===== config.mk =====
export PLATFORM = sky130hd
export DESIGN_NAME = wdpm_top
export DESIGN_NICKNAME = d
export VERILOG_FILES = /design/src/wdpm_pkg.sv /design/src/wdpm_top.sv
export SDC_FILE = /design/constraint.sdc
export NUM_CORES = 1
export LEC_CHECK = 0
export BUFFER_PORTS_ARGS = -buffer_cell sky130_fd_sc_hd__buf_2
export CELL_PAD_IN_SITES_DETAIL_PLACEMENT = 1
export CELL_PAD_IN_SITES_GLOBAL_PLACEMENT = 1
export CORE_ASPECT_RATIO = 0.8
export CORE_MARGIN = 8
export CORE_UTILIZATION = 36
export CTS_CLUSTER_DIAMETER = 40
export DETAILED_ROUTE_END_ITERATION = 8
export PLACE_DENSITY_LB_ADDON = 0.1
export SETUP_SLACK_MARGIN = 0.5
export SYNTH_ARGS = -nofsm -noshare
export SYNTH_HDL_FRONTEND = slang
export SYNTH_SLANG_ARGS = --single-unit
export TNS_END_PERCENT = 1

===== constraint.sdc =====
create_clock -name pclk -period 2.4 [get_ports pclk]
set_input_delay 0 -clock pclk [delete_from_list [all_inputs] [get_ports pclk]]
set_output_delay 0 -clock pclk [all_outputs]
set_load 0.03 [all_outputs]

===== src/wdpm_pkg.sv =====
/*
  Shared constants for the watchdog and power mode controller:
  register indices, field positions, reset values, divider sizes and
  state types. Assumes nothing of its surroundings.
*/
package wdpm_pkg;
  // Register indices; the byte address is four times the index
  localparam logic [7:0] IDX_PRESCALE = 8'h09;
  localparam logic [7:0] IDX_PWRCTL = 8'h26;
  localparam logic [11:0] ADDR_PRESCALE = {2'h0, IDX_PRESCALE, 2'h0};
  localparam logic [11:0] ADDR_PWRCTL = {2'h0, IDX_PWRCTL, 2'h0};
  localparam logic [7:0] PRESCALE_RST = 8'h07;
  localparam logic [7:0] PWRCTL_RST = 8'h00;
  localparam logic [7:0] PWRCTL_WMASK = 8'hE0;
  localparam int unsigned RATIO_MSB = 2;
  localparam int unsigned FREQ_UP_BIT = 5;
  localparam int unsigned OSC_OFF_BIT = 6;
  localparam int unsigned FAST_CLK_BIT = 7;
  localparam int unsigned DIV_STAGES = 9;
  localparam int unsigned PRE_STAGES = 7;
  localparam logic [1:0] INSTR_DIV_LAST = 2'h3;
  localparam int unsigned START_DELAY_CYC = 1024;
  localparam logic [1:0] SRC_RC = 2'h0;
  localparam logic [1:0] SRC_XTAL = 2'h1;
  localparam logic [1:0] SRC_INSTR = 2'h2;
  localparam logic [1:0] MODE_NORMAL = 2'h0;
  localparam logic [1:0] MODE_GREEN = 2'h1;
  localparam logic [1:0] MODE_SLEEP = 2'h2;
  localparam logic [1:0] MODE_IDLE = 2'h3;
  typedef enum logic [1:0] {WDPM_RUN, WDPM_SLEEP, WDPM_IDLE, WDPM_WAKE} wdpm_state_t;
endpackage


===== src/wdpm_top.sv =====
/*
  Watchdog timer with prescaler, plus operation mode and clock control,
  reached over APB. Assumes straps are static, CPU event inputs are
  one-cycle pulses on pclk, and oscillator/system clocks arrive as pins.
*/
// Added by the designer: register access over APB.
`timescale 1ns/10ps
module wdpm_top
  import wdpm_pkg::*;
#(
  parameter int unsigned START_DELAY = START_DELAY_CYC
)
(
  input wire logic pclk,
  input wire logic presetn,
  input wire logic psel,
  input wire logic penable,
  input wire logic pwrite,
  input wire logic [11:0] paddr,
  input wire logic [31:0] pwdata,
  output logic [31:0] prdata,
  output logic pready,
  output logic pslverr,
  input wire logic dog_en_opt,
  input wire logic [1:0] dog_src_opt,
  input wire logic dual_clear_opt,
  input wire logic dog_rc_osc,
  input wire logic xtal_clk_pin,
  input wire logic sys_clk_pin,
  input wire logic ext_clear_pin_n,
  input wire logic halt_exec,
  input wire logic dog_clear_single,
  input wire logic dog_clear_first,
  input wire logic dog_clear_second,
  input wire logic wake_irq,
  input wire logic wake_porta,
  output logic rc_osc_en,
  output logic xtal_osc_en,
  output logic freq_up_on,
  output logic fast_clock_sel,
  output logic [1:0] op_mode,
  output logic start_delay_timer,
  output logic expiry_flag,
  output logic halt_flag,
  output logic chip_reset_req,
  output logic warm_reset_req
);
  localparam int unsigned CW = DIV_STAGES + PRE_STAGES;
  localparam int unsigned DW = $clog2(START_DELAY + 1);
  localparam logic [DW-1:0] DLY_LAST = DW'(START_DELAY - 1);

  // Pin synchronisers: stage 0 feeds stage 1 only, stage 2 is for edges
  logic [2:0] rc_s, xt_s, sc_s;
  logic [1:0] rs_s, en_s, dual_s;
  logic [1:0] src0_s, src1_s;
  always_ff @(posedge pclk or negedge presetn)
  begin
    if (!presetn)
    begin
      rc_s <= 3'h0;
      xt_s <= 3'h0;
      sc_s <= 3'h0;
      rs_s <= 2'h3;
      en_s <= 2'h0;
      dual_s <= 2'h0;
      src0_s <= 2'h0;
      src1_s <= 2'h0;
    end
    else
    begin
      rc_s <= {rc_s[1:0], dog_rc_osc};
      xt_s <= {xt_s[1:0], xtal_clk_pin};
      sc_s <= {sc_s[1:0], sys_clk_pin};
      rs_s <= {rs_s[0], ext_clear_pin_n};
      en_s <= {en_s[0], dog_en_opt};
      dual_s <= {dual_s[0], dual_clear_opt};
      src0_s <= {src0_s[0], dog_src_opt[0]};
      src1_s <= {src1_s[0], dog_src_opt[1]};
    end
  end

  logic dog_en, dual, ext_low;
  logic [1:0] src;
  logic rc_edge, xt_edge, sc_edge;
  assign dog_en = en_s[1];
  assign dual = dual_s[1];
  assign src = {src1_s[1], src0_s[1]};
  assign ext_low = ~rs_s[1];
  assign rc_edge = rc_s[1] & ~rc_s[2];
  assign xt_edge = xt_s[1] & ~xt_s[2];
  assign sc_edge = sc_s[1] & ~sc_s[2];

  // Time-out once bits 0 .. 8+n are all ones at a tick
  function automatic logic dog_hit(input logic [CW-1:0] c, input logic [2:0] n);
    logic [CW-1:0] m;
    m = {CW{1'b1}} >> (3'h7 - n);
    return (c & m) == m;
  endfunction

  wdpm_state_t state, next_state;
  logic [7:0] prescale, next_prescale;
  logic [7:0] pwrctl, next_pwrctl;
  logic [31:0] next_prdata;
  logic [CW-1:0] cnt, next_cnt;
  logic [1:0] idiv, next_idiv;
  logic first_seen, next_first_seen;
  logic second_seen, next_second_seen;
  logic [DW-1:0] dly, next_dly;
  logic next_expiry, next_halt_flag, next_chip_rst, next_warm_rst;
  logic halted, tick, dog_clr, dog_to, halt_take, wake, hit_sel, wr_en;

  assign halted = (state == WDPM_SLEEP) || (state == WDPM_IDLE);
  assign halt_take = halt_exec && (state == WDPM_RUN);
  assign wr_en = psel && penable && pwrite;
  assign hit_sel = (paddr == ADDR_PRESCALE) || (paddr == ADDR_PWRCTL);

  // Watchdog clock source and its gating by mode
  always_comb
  begin
    next_idiv = idiv;
    if (sc_edge)
      next_idiv = idiv + 2'h1;
    case (src)
      SRC_RC: tick = rc_edge;
      SRC_XTAL: tick = xt_edge && (state != WDPM_IDLE);
      SRC_INSTR: tick = sc_edge && (idiv == INSTR_DIV_LAST) && !halted;
      default: tick = 1'b0;
    endcase
  end

  // Clear requests; dual option needs both halves
  always_comb
  begin
    next_first_seen = first_seen;
    next_second_seen = second_seen;
    dog_clr = 1'b0;
    if (dog_en)
    begin
      if (!dual && dog_clear_single)
        dog_clr = 1'b1;
      if (dual)
      begin
        next_first_seen = first_seen | dog_clear_first;
        next_second_seen = second_seen | dog_clear_second;
        if (next_first_seen && next_second_seen)
        begin
          dog_clr = 1'b1;
          next_first_seen = 1'b0;
          next_second_seen = 1'b0;
        end
      end
    end
    if (ext_low || halt_take)
    begin
      next_first_seen = 1'b0;
      next_second_seen = 1'b0;
    end
  end

  // Divider chain and prescaler as one counter
  always_comb
  begin
    dog_to = dog_en && tick && dog_hit(cnt, prescale[RATIO_MSB:0]);
    next_cnt = cnt;
    if (!dog_en)
      next_cnt = '0;
    else if (ext_low || dog_clr || halt_take || dog_to)
      next_cnt = '0;
    else if (tick)
      next_cnt = cnt + 1'b1;
  end

  // Registers over APB; chip reset restores reset values
  always_comb
  begin
    next_prescale = prescale;
    next_pwrctl = pwrctl;
    next_prdata = prdata;
    if (ext_low || (dog_to && !halted))
    begin
      next_prescale = PRESCALE_RST;
      next_pwrctl = PWRCTL_RST;
    end
    // Wake-up keeps the registers but drops the fast clock, so Green follows
    else if (wake)
      next_pwrctl[FAST_CLK_BIT] = 1'b0;
    else if (wr_en && paddr == ADDR_PRESCALE)
      next_prescale = pwdata[7:0];
    else if (wr_en && paddr == ADDR_PWRCTL)
      next_pwrctl = pwdata[7:0] & PWRCTL_WMASK;
    if (psel && !penable)
    begin
      case (paddr)
        ADDR_PRESCALE: next_prdata = {24'h0, prescale};
        ADDR_PWRCTL: next_prdata = {24'h0, pwrctl};
        default: next_prdata = 32'h0;
      endcase
    end
  end

  // Mode machine; wake holds the start-up delay
  always_comb
  begin
    next_state = state;
    next_dly = dly;
    wake = 1'b0;
    case (state)
      WDPM_RUN:
      begin
        if (ext_low || (dog_to))
        begin
          next_state = WDPM_WAKE;
          next_dly = '0;
        end
        else if (halt_take)
          next_state = pwrctl[OSC_OFF_BIT] ? WDPM_IDLE : WDPM_SLEEP;
      end
      WDPM_SLEEP, WDPM_IDLE:
      begin
        if (ext_low || dog_to || wake_irq || wake_porta)
        begin
          wake = 1'b1;
          next_state = WDPM_WAKE;
          next_dly = '0;
        end
      end
      WDPM_WAKE:
      begin
        if (ext_low)
          next_dly = '0;
        else if (sc_edge)
        begin
          if (dly == DLY_LAST)
          begin
            next_state = WDPM_RUN;
            next_dly = '0;
          end
          else
            next_dly = dly + 1'b1;
        end
      end
      default: next_state = WDPM_RUN;
    endcase
  end

  // Status flags; a hardware set wins over a clear in the same cycle
  always_comb
  begin
    next_expiry = expiry_flag;
    next_halt_flag = halt_flag;
    if (dog_en && dog_clr)
    begin
      next_expiry = 1'b0;
      next_halt_flag = 1'b0;
    end
    if (halt_take)
    begin
      next_expiry = 1'b0;
      next_halt_flag = 1'b1;
    end
    if (dog_to)
      next_expiry = 1'b1;
    next_chip_rst = dog_to && !halted;
    next_warm_rst = dog_to && halted;
  end

  always_ff @(posedge pclk or negedge presetn)
  begin
    if (!presetn)
    begin
      state <= WDPM_RUN;
      prescale <= PRESCALE_RST;
      pwrctl <= PWRCTL_RST;
      prdata <= 32'h0;
      cnt <= '0;
      idiv <= 2'h0;
      first_seen <= 1'b0;
      second_seen <= 1'b0;
      dly <= '0;
      expiry_flag <= 1'b0;
      halt_flag <= 1'b0;
      chip_reset_req <= 1'b0;
      warm_reset_req <= 1'b0;
    end
    else
    begin
      state <= next_state;
      prescale <= next_prescale;
      pwrctl <= next_pwrctl;
      prdata <= next_prdata;
      cnt <= next_cnt;
      idiv <= next_idiv;
      first_seen <= next_first_seen;
      second_seen <= next_second_seen;
      dly <= next_dly;
      expiry_flag <= next_expiry;
      halt_flag <= next_halt_flag;
      chip_reset_req <= next_chip_rst;
      warm_reset_req <= next_warm_rst;
    end
  end

  // Zero-wait slave: the access phase always completes
  assign pready = 1'b1;
  assign pslverr = psel && penable && !hit_sel;

  assign rc_osc_en = dog_en && (src == SRC_RC);
  assign xtal_osc_en = (state != WDPM_IDLE);
  assign freq_up_on = pwrctl[FREQ_UP_BIT];
  assign fast_clock_sel = pwrctl[FAST_CLK_BIT] && (state == WDPM_RUN);
  assign start_delay_timer = (state == WDPM_WAKE);
  always_comb
  begin
    case (state)
      WDPM_SLEEP: op_mode = MODE_SLEEP;
      WDPM_IDLE: op_mode = MODE_IDLE;
      WDPM_RUN: op_mode = pwrctl[FAST_CLK_BIT] ? MODE_NORMAL : MODE_GREEN;
      default: op_mode = MODE_GREEN;
    endcase
  end

  rc_follow_a: assert property (@(posedge pclk) disable iff (!presetn)
    (state == WDPM_IDLE && dog_en && src == SRC_RC && tick && !ext_low && !dog_clr && !dog_to)
      |-> rc_osc_en ##1 (cnt == $past(cnt) + 1'b1))
    else $error("RC watchdog stalled in Idle");
  quiet_off_a: assert property (@(posedge pclk) disable iff (!presetn)
    !dog_en |=> !chip_reset_req && !warm_reset_req)
    else $error("Reset request from disabled watchdog");
  halt_flag_a: assert property (@(posedge pclk) disable iff (!presetn)
    (halt_take && !dog_to) |=> halt_flag && !expiry_flag)
    else $error("Halt flags wrong");
  chip_reset_a: assert property (@(posedge pclk) disable iff (!presetn)
    (dog_to && state == WDPM_RUN) |=> chip_reset_req && expiry_flag && !warm_reset_req)
    else $error("Missing chip reset on time-out");
  warm_reset_a: assert property (@(posedge pclk) disable iff (!presetn)
    (dog_to && halted) |=> warm_reset_req ##1 !warm_reset_req)
    else $error("Warm reset not a single pulse");
  idle_freeze_a: assert property (@(posedge pclk) disable iff (!presetn)
    (state == WDPM_IDLE && src == SRC_XTAL && !ext_low) |=> $stable(cnt))
    else $error("Crystal watchdog counted in Idle");
  wake_delay_a: assert property (@(posedge pclk) disable iff (!presetn)
    (state == WDPM_WAKE && next_state == WDPM_RUN) |-> dly == DLY_LAST && sc_edge)
    else $error("Start-up delay cut short");
  green_forced_a: assert property (@(posedge pclk) disable iff (!presetn)
    chip_reset_req |-> !fast_clock_sel ##1 !fast_clock_sel)
    else $error("Fast clock after reset");
  low_bits_a: assert property (@(posedge pclk) disable iff (!presetn)
    (pwrctl & ~PWRCTL_WMASK) == 8'h00)
    else $error("Power control low bits not zero");
endmodule


==> impl_metrics.env <==
export IMPL_area_delta_synth_final_pct=29.1
export IMPL_multi_input_area_um2=1780
export IMPL_groute_usage_overall=0.145
export IMPL_viasPerCell=4.84
export IMPL_clk_pin_slew_ns=0.06
export IMPL_drv_cap=0
export IMPL_core_area_um2=10300
export IMPL_grt_pass1_vias=3211
export IMPL_power_density_nw_per_um2=598
export IMPL_dp_hpwl_um=6850
export IMPL_io_buffers=58
export IMPL_drc=0
export IMPL_firstDrtPassIters=4
export IMPL_peakVddDrop_uv=418
export IMPL_criticalPathCategory="reg -> reg"
export IMPL_initial_core_util=0.370
export IMPL_tightest_slew_ns=0.960
export IMPL_ys_flop_type="dfrtp_1"
export IMPL_cts_max_path_buffers=2
export IMPL_worstPathArrival_ns=2.57
export IMPL_fin_crit_sh=0.960
export IMPL_grt_max_degree=76
export IMPL_gp_congestion=0.773
export IMPL_tns_ns=0
export IMPL_seqCellArea_um2=1880
export IMPL_synth_top_area_share=0.461
export IMPL_layout_nets=544
export IMPL_synthesis_area_um2=3800
export IMPL_critPathMostFrequentCell="buf_4"
export IMPL_yosys_warnings=0
export IMPL_end_kind="register"
export IMPL_rsz0062_at_grt="true"
export IMPL_cts_tree="yes"
export IMPL_die_area_um2=14100
export IMPL_crit_chain="inv_2 -> ha_4 -> nor2_4 -> a41oi_4 -> a211oi_4 -> buf_4 -> and3_4 -> or4b_4 -> buf_4 -> nor2_1"
export IMPL_syn_area_per_cell_um2=10.3
export IMPL_grt_first_pass_wirelength_um=16100
export IMPL_post_route_util=0.478
export IMPL_hold_slack_ns=0.0158
export IMPL_post_route_min_period_ns=2.30
export IMPL_cts_inserted_buffers=9
export IMPL_leakage_uw=0.00220
export IMPL_grt_overflow_total=0
export IMPL_ys_top_cells_by_area="dfrtp_1 (46%), buf_4 (4.9%), nand2_1 (4.3%)"
export IMPL_final_cell_mix="dfrtp_1 (70), buf_2 (57), nand2_1 (44), conb_1 (25), nand3_1 (24)"
export IMPL_final_common_cell="dfrtp_1"
export IMPL_outcome="complete, no violations"
export IMPL_antennaDiodeCount=0
export IMPL_yosysSeqAreaShare=0.495
export IMPL_fmax_mhz=434
export IMPL_io_pins=108
export IMPL_ys_ff_latch=75
export IMPL_syn_inst=370
export IMPL_ant_nets=0
export IMPL_vias=2999
export IMPL_hold_violations=0
export IMPL_synthArstFlopShare=1.00
export IMPL_cp_required_ns=2.67
export IMPL_drive_gt1_frac=0.298
export IMPL_cts_root_buffer="clkbuf_16"
export IMPL_ys_types=60
export IMPL_hp_class="in -> reg"
export IMPL_rows=33
export IMPL_routed_wl_um=9630
export IMPL_drtIter0Drc=190
export IMPL_cts_sinks=75
export IMPL_antenna_found_initial=0
export IMPL_max_slew_margin=0.360
export IMPL_htree_levels=3
export IMPL_routedWlPerCell_um=15.5
export IMPL_cp_max_fo=5
export IMPL_yosysTopAreaCell="dfrtp_1"
export IMPL_synth_edf_count=0
export IMPL_clk_latency_ns=0.33
export IMPL_setup_viol=0
export IMPL_crit_path_top_delay_cell="or4b_4"
export IMPL_slowest_delay_ns=0.54
export IMPL_die_w_um=131
export IMPL_fillers=1158
export IMPL_cpLargestDelayFamily="simple AND/OR/NAND/NOR gates"
export IMPL_die_y_um=108
export IMPL_drv_slew=0
export IMPL_skew_ns=0.00599
export IMPL_path_buf_inv=3
export IMPL_worstSetupStartpointType="register"
==> per-layer routing <==
layer  global-route usage  part of all wire
met1                0.191              0.47
met2                0.225              0.45
met3               0.0416             0.068
met4               0.0466             0.012
met5                    0                 0
==> area by class of cell <==
| type | count | share of cell area |
|---|---|---|
| multi-input cells | 273 | 0.363 |
| inverters | 9 | 0.00688 |
| flip-flops and latches | 75 | 0.384 |
| repair buffers | 107 | 0.152 |
| well taps | 140 | 0.0357 |
| clock inverters | 1 | 0.00102 |
| clock buffers | 15 | 0.0586 |
==> cells in the mapped netlist, types with 4 or more instances <==
library cell  number
dfrtp_1           70
nand2_1           44
buf_4             25
nand3_1           25
nor2_1            25
o21ai_0           24
xor2_1            12
nor2_4            10
inv_1              9
a31oi_1            8
a21oi_1            7
and3_1             6
ha_1               6
nand2b_1           6
nand4_1            6
a22o_1             5
dfstp_2            5
nor3_1             5
clkbuf_1           4
o41ai_1            4
xnor2_1            4
==> timing repair <==
action / CTS / global route
hold buffers: 21 / 0
buffers inserted: 7 / 4
pin swaps: 3 / 12
gates resized for setup: 6 / 20
endpoints found under the hold margin: 91 / 0
setup endpoints to repair: 42 / 43
==> tightest hold or removal path, cell delays in order <==
cell    delay [ns]
buf_2         0.10
nor2_1        0.05
nor2_1        0.09
nor3_1        0.06
==> final timing paths <==
kind	from	end	slack, ns	depth (start not counted)
max in group asynchronous	presetn	cnt[15]	1.41	2
worst min-delay path	dog_clear_first	second_seen	0.02	4
worst min register to register	xt_s[0]	xt_s[1]	0.35	0
worst max-delay path	state[1]	cnt[4]	0.1	10
worst max register to register	state[1]	cnt[4]	0.1	10
min in group asynchronous	presetn	cnt[9]	0.34	2
==> flip-flops by register name, indices dropped and copies added (netlist names) <==
| signal | cells |
|---|---|
| dual_s | 2 |
| first_seen | 1 |
| xt_s | 3 |
| rs_s | 2 |
| warm_reset_req | 1 |
| prescale | 8 |
| src0_s | 2 |
| halt_flag | 1 |
| idiv | 2 |
| en_s | 2 |
| expiry_flag | 1 |
| state | 2 |
| rc_s | 3 |
| dly | 11 |
| pwrctl | 3 |
| prdata | 8 |
| src1_s | 2 |
| second_seen | 1 |
| cnt | 16 |
| sc_s | 3 |
| chip_reset_req | 1 |
==> logic make-up (layout without fill, tap and decap cells) <==
| group | Yosys count | after routing | synth area share |
|---|---|---|---|
| adders and majority gates | 6 | 6 | 0.0197 |
| xor gates and xnor gates | 16 | 16 | 0.0369 |
| other | 2 | 25 | 0.00198 |
| DFF | 75 | 75 | 0.495 |
| buffers and inverters | 45 | 132 | 0.0823 |
| muxes | 5 | 5 | 0.0138 |
| and+or+nand+nor | 151 | 151 | 0.220 |
| AOI/OAI and AO/OA | 70 | 70 | 0.130 |
==> power breakdown <==
group / switching, uW / internal (uW)
Combinational: 179 / 108
Clock: 498 / 812
Sequential: 31.8 / 1310
Total: 709 / 2230
==> per-stage QoR <==
| stage | setup slack, ns | total power (uW) | cell area [um2] | instances |
|---|---|---|---|---|
| 2_1_floorplan | -0.0603 | 1550 | 3910 | 393 |
| 4_1_cts | 0.114 | 2980 | 4820 | 616 |
| 6_report | 0.0953 | 2940 | 4910 | 620 |
| 3_3_place_gp | 0.115 | 1600 | 4240 | 572 |
| 3_5_place_dp | 0.0632 | 1620 | 4240 | 572 |
| 5_1_grt | -0.0225 | 3070 | 4910 | 620 |
Note: power is estimated with default switching activity, not from simulation.
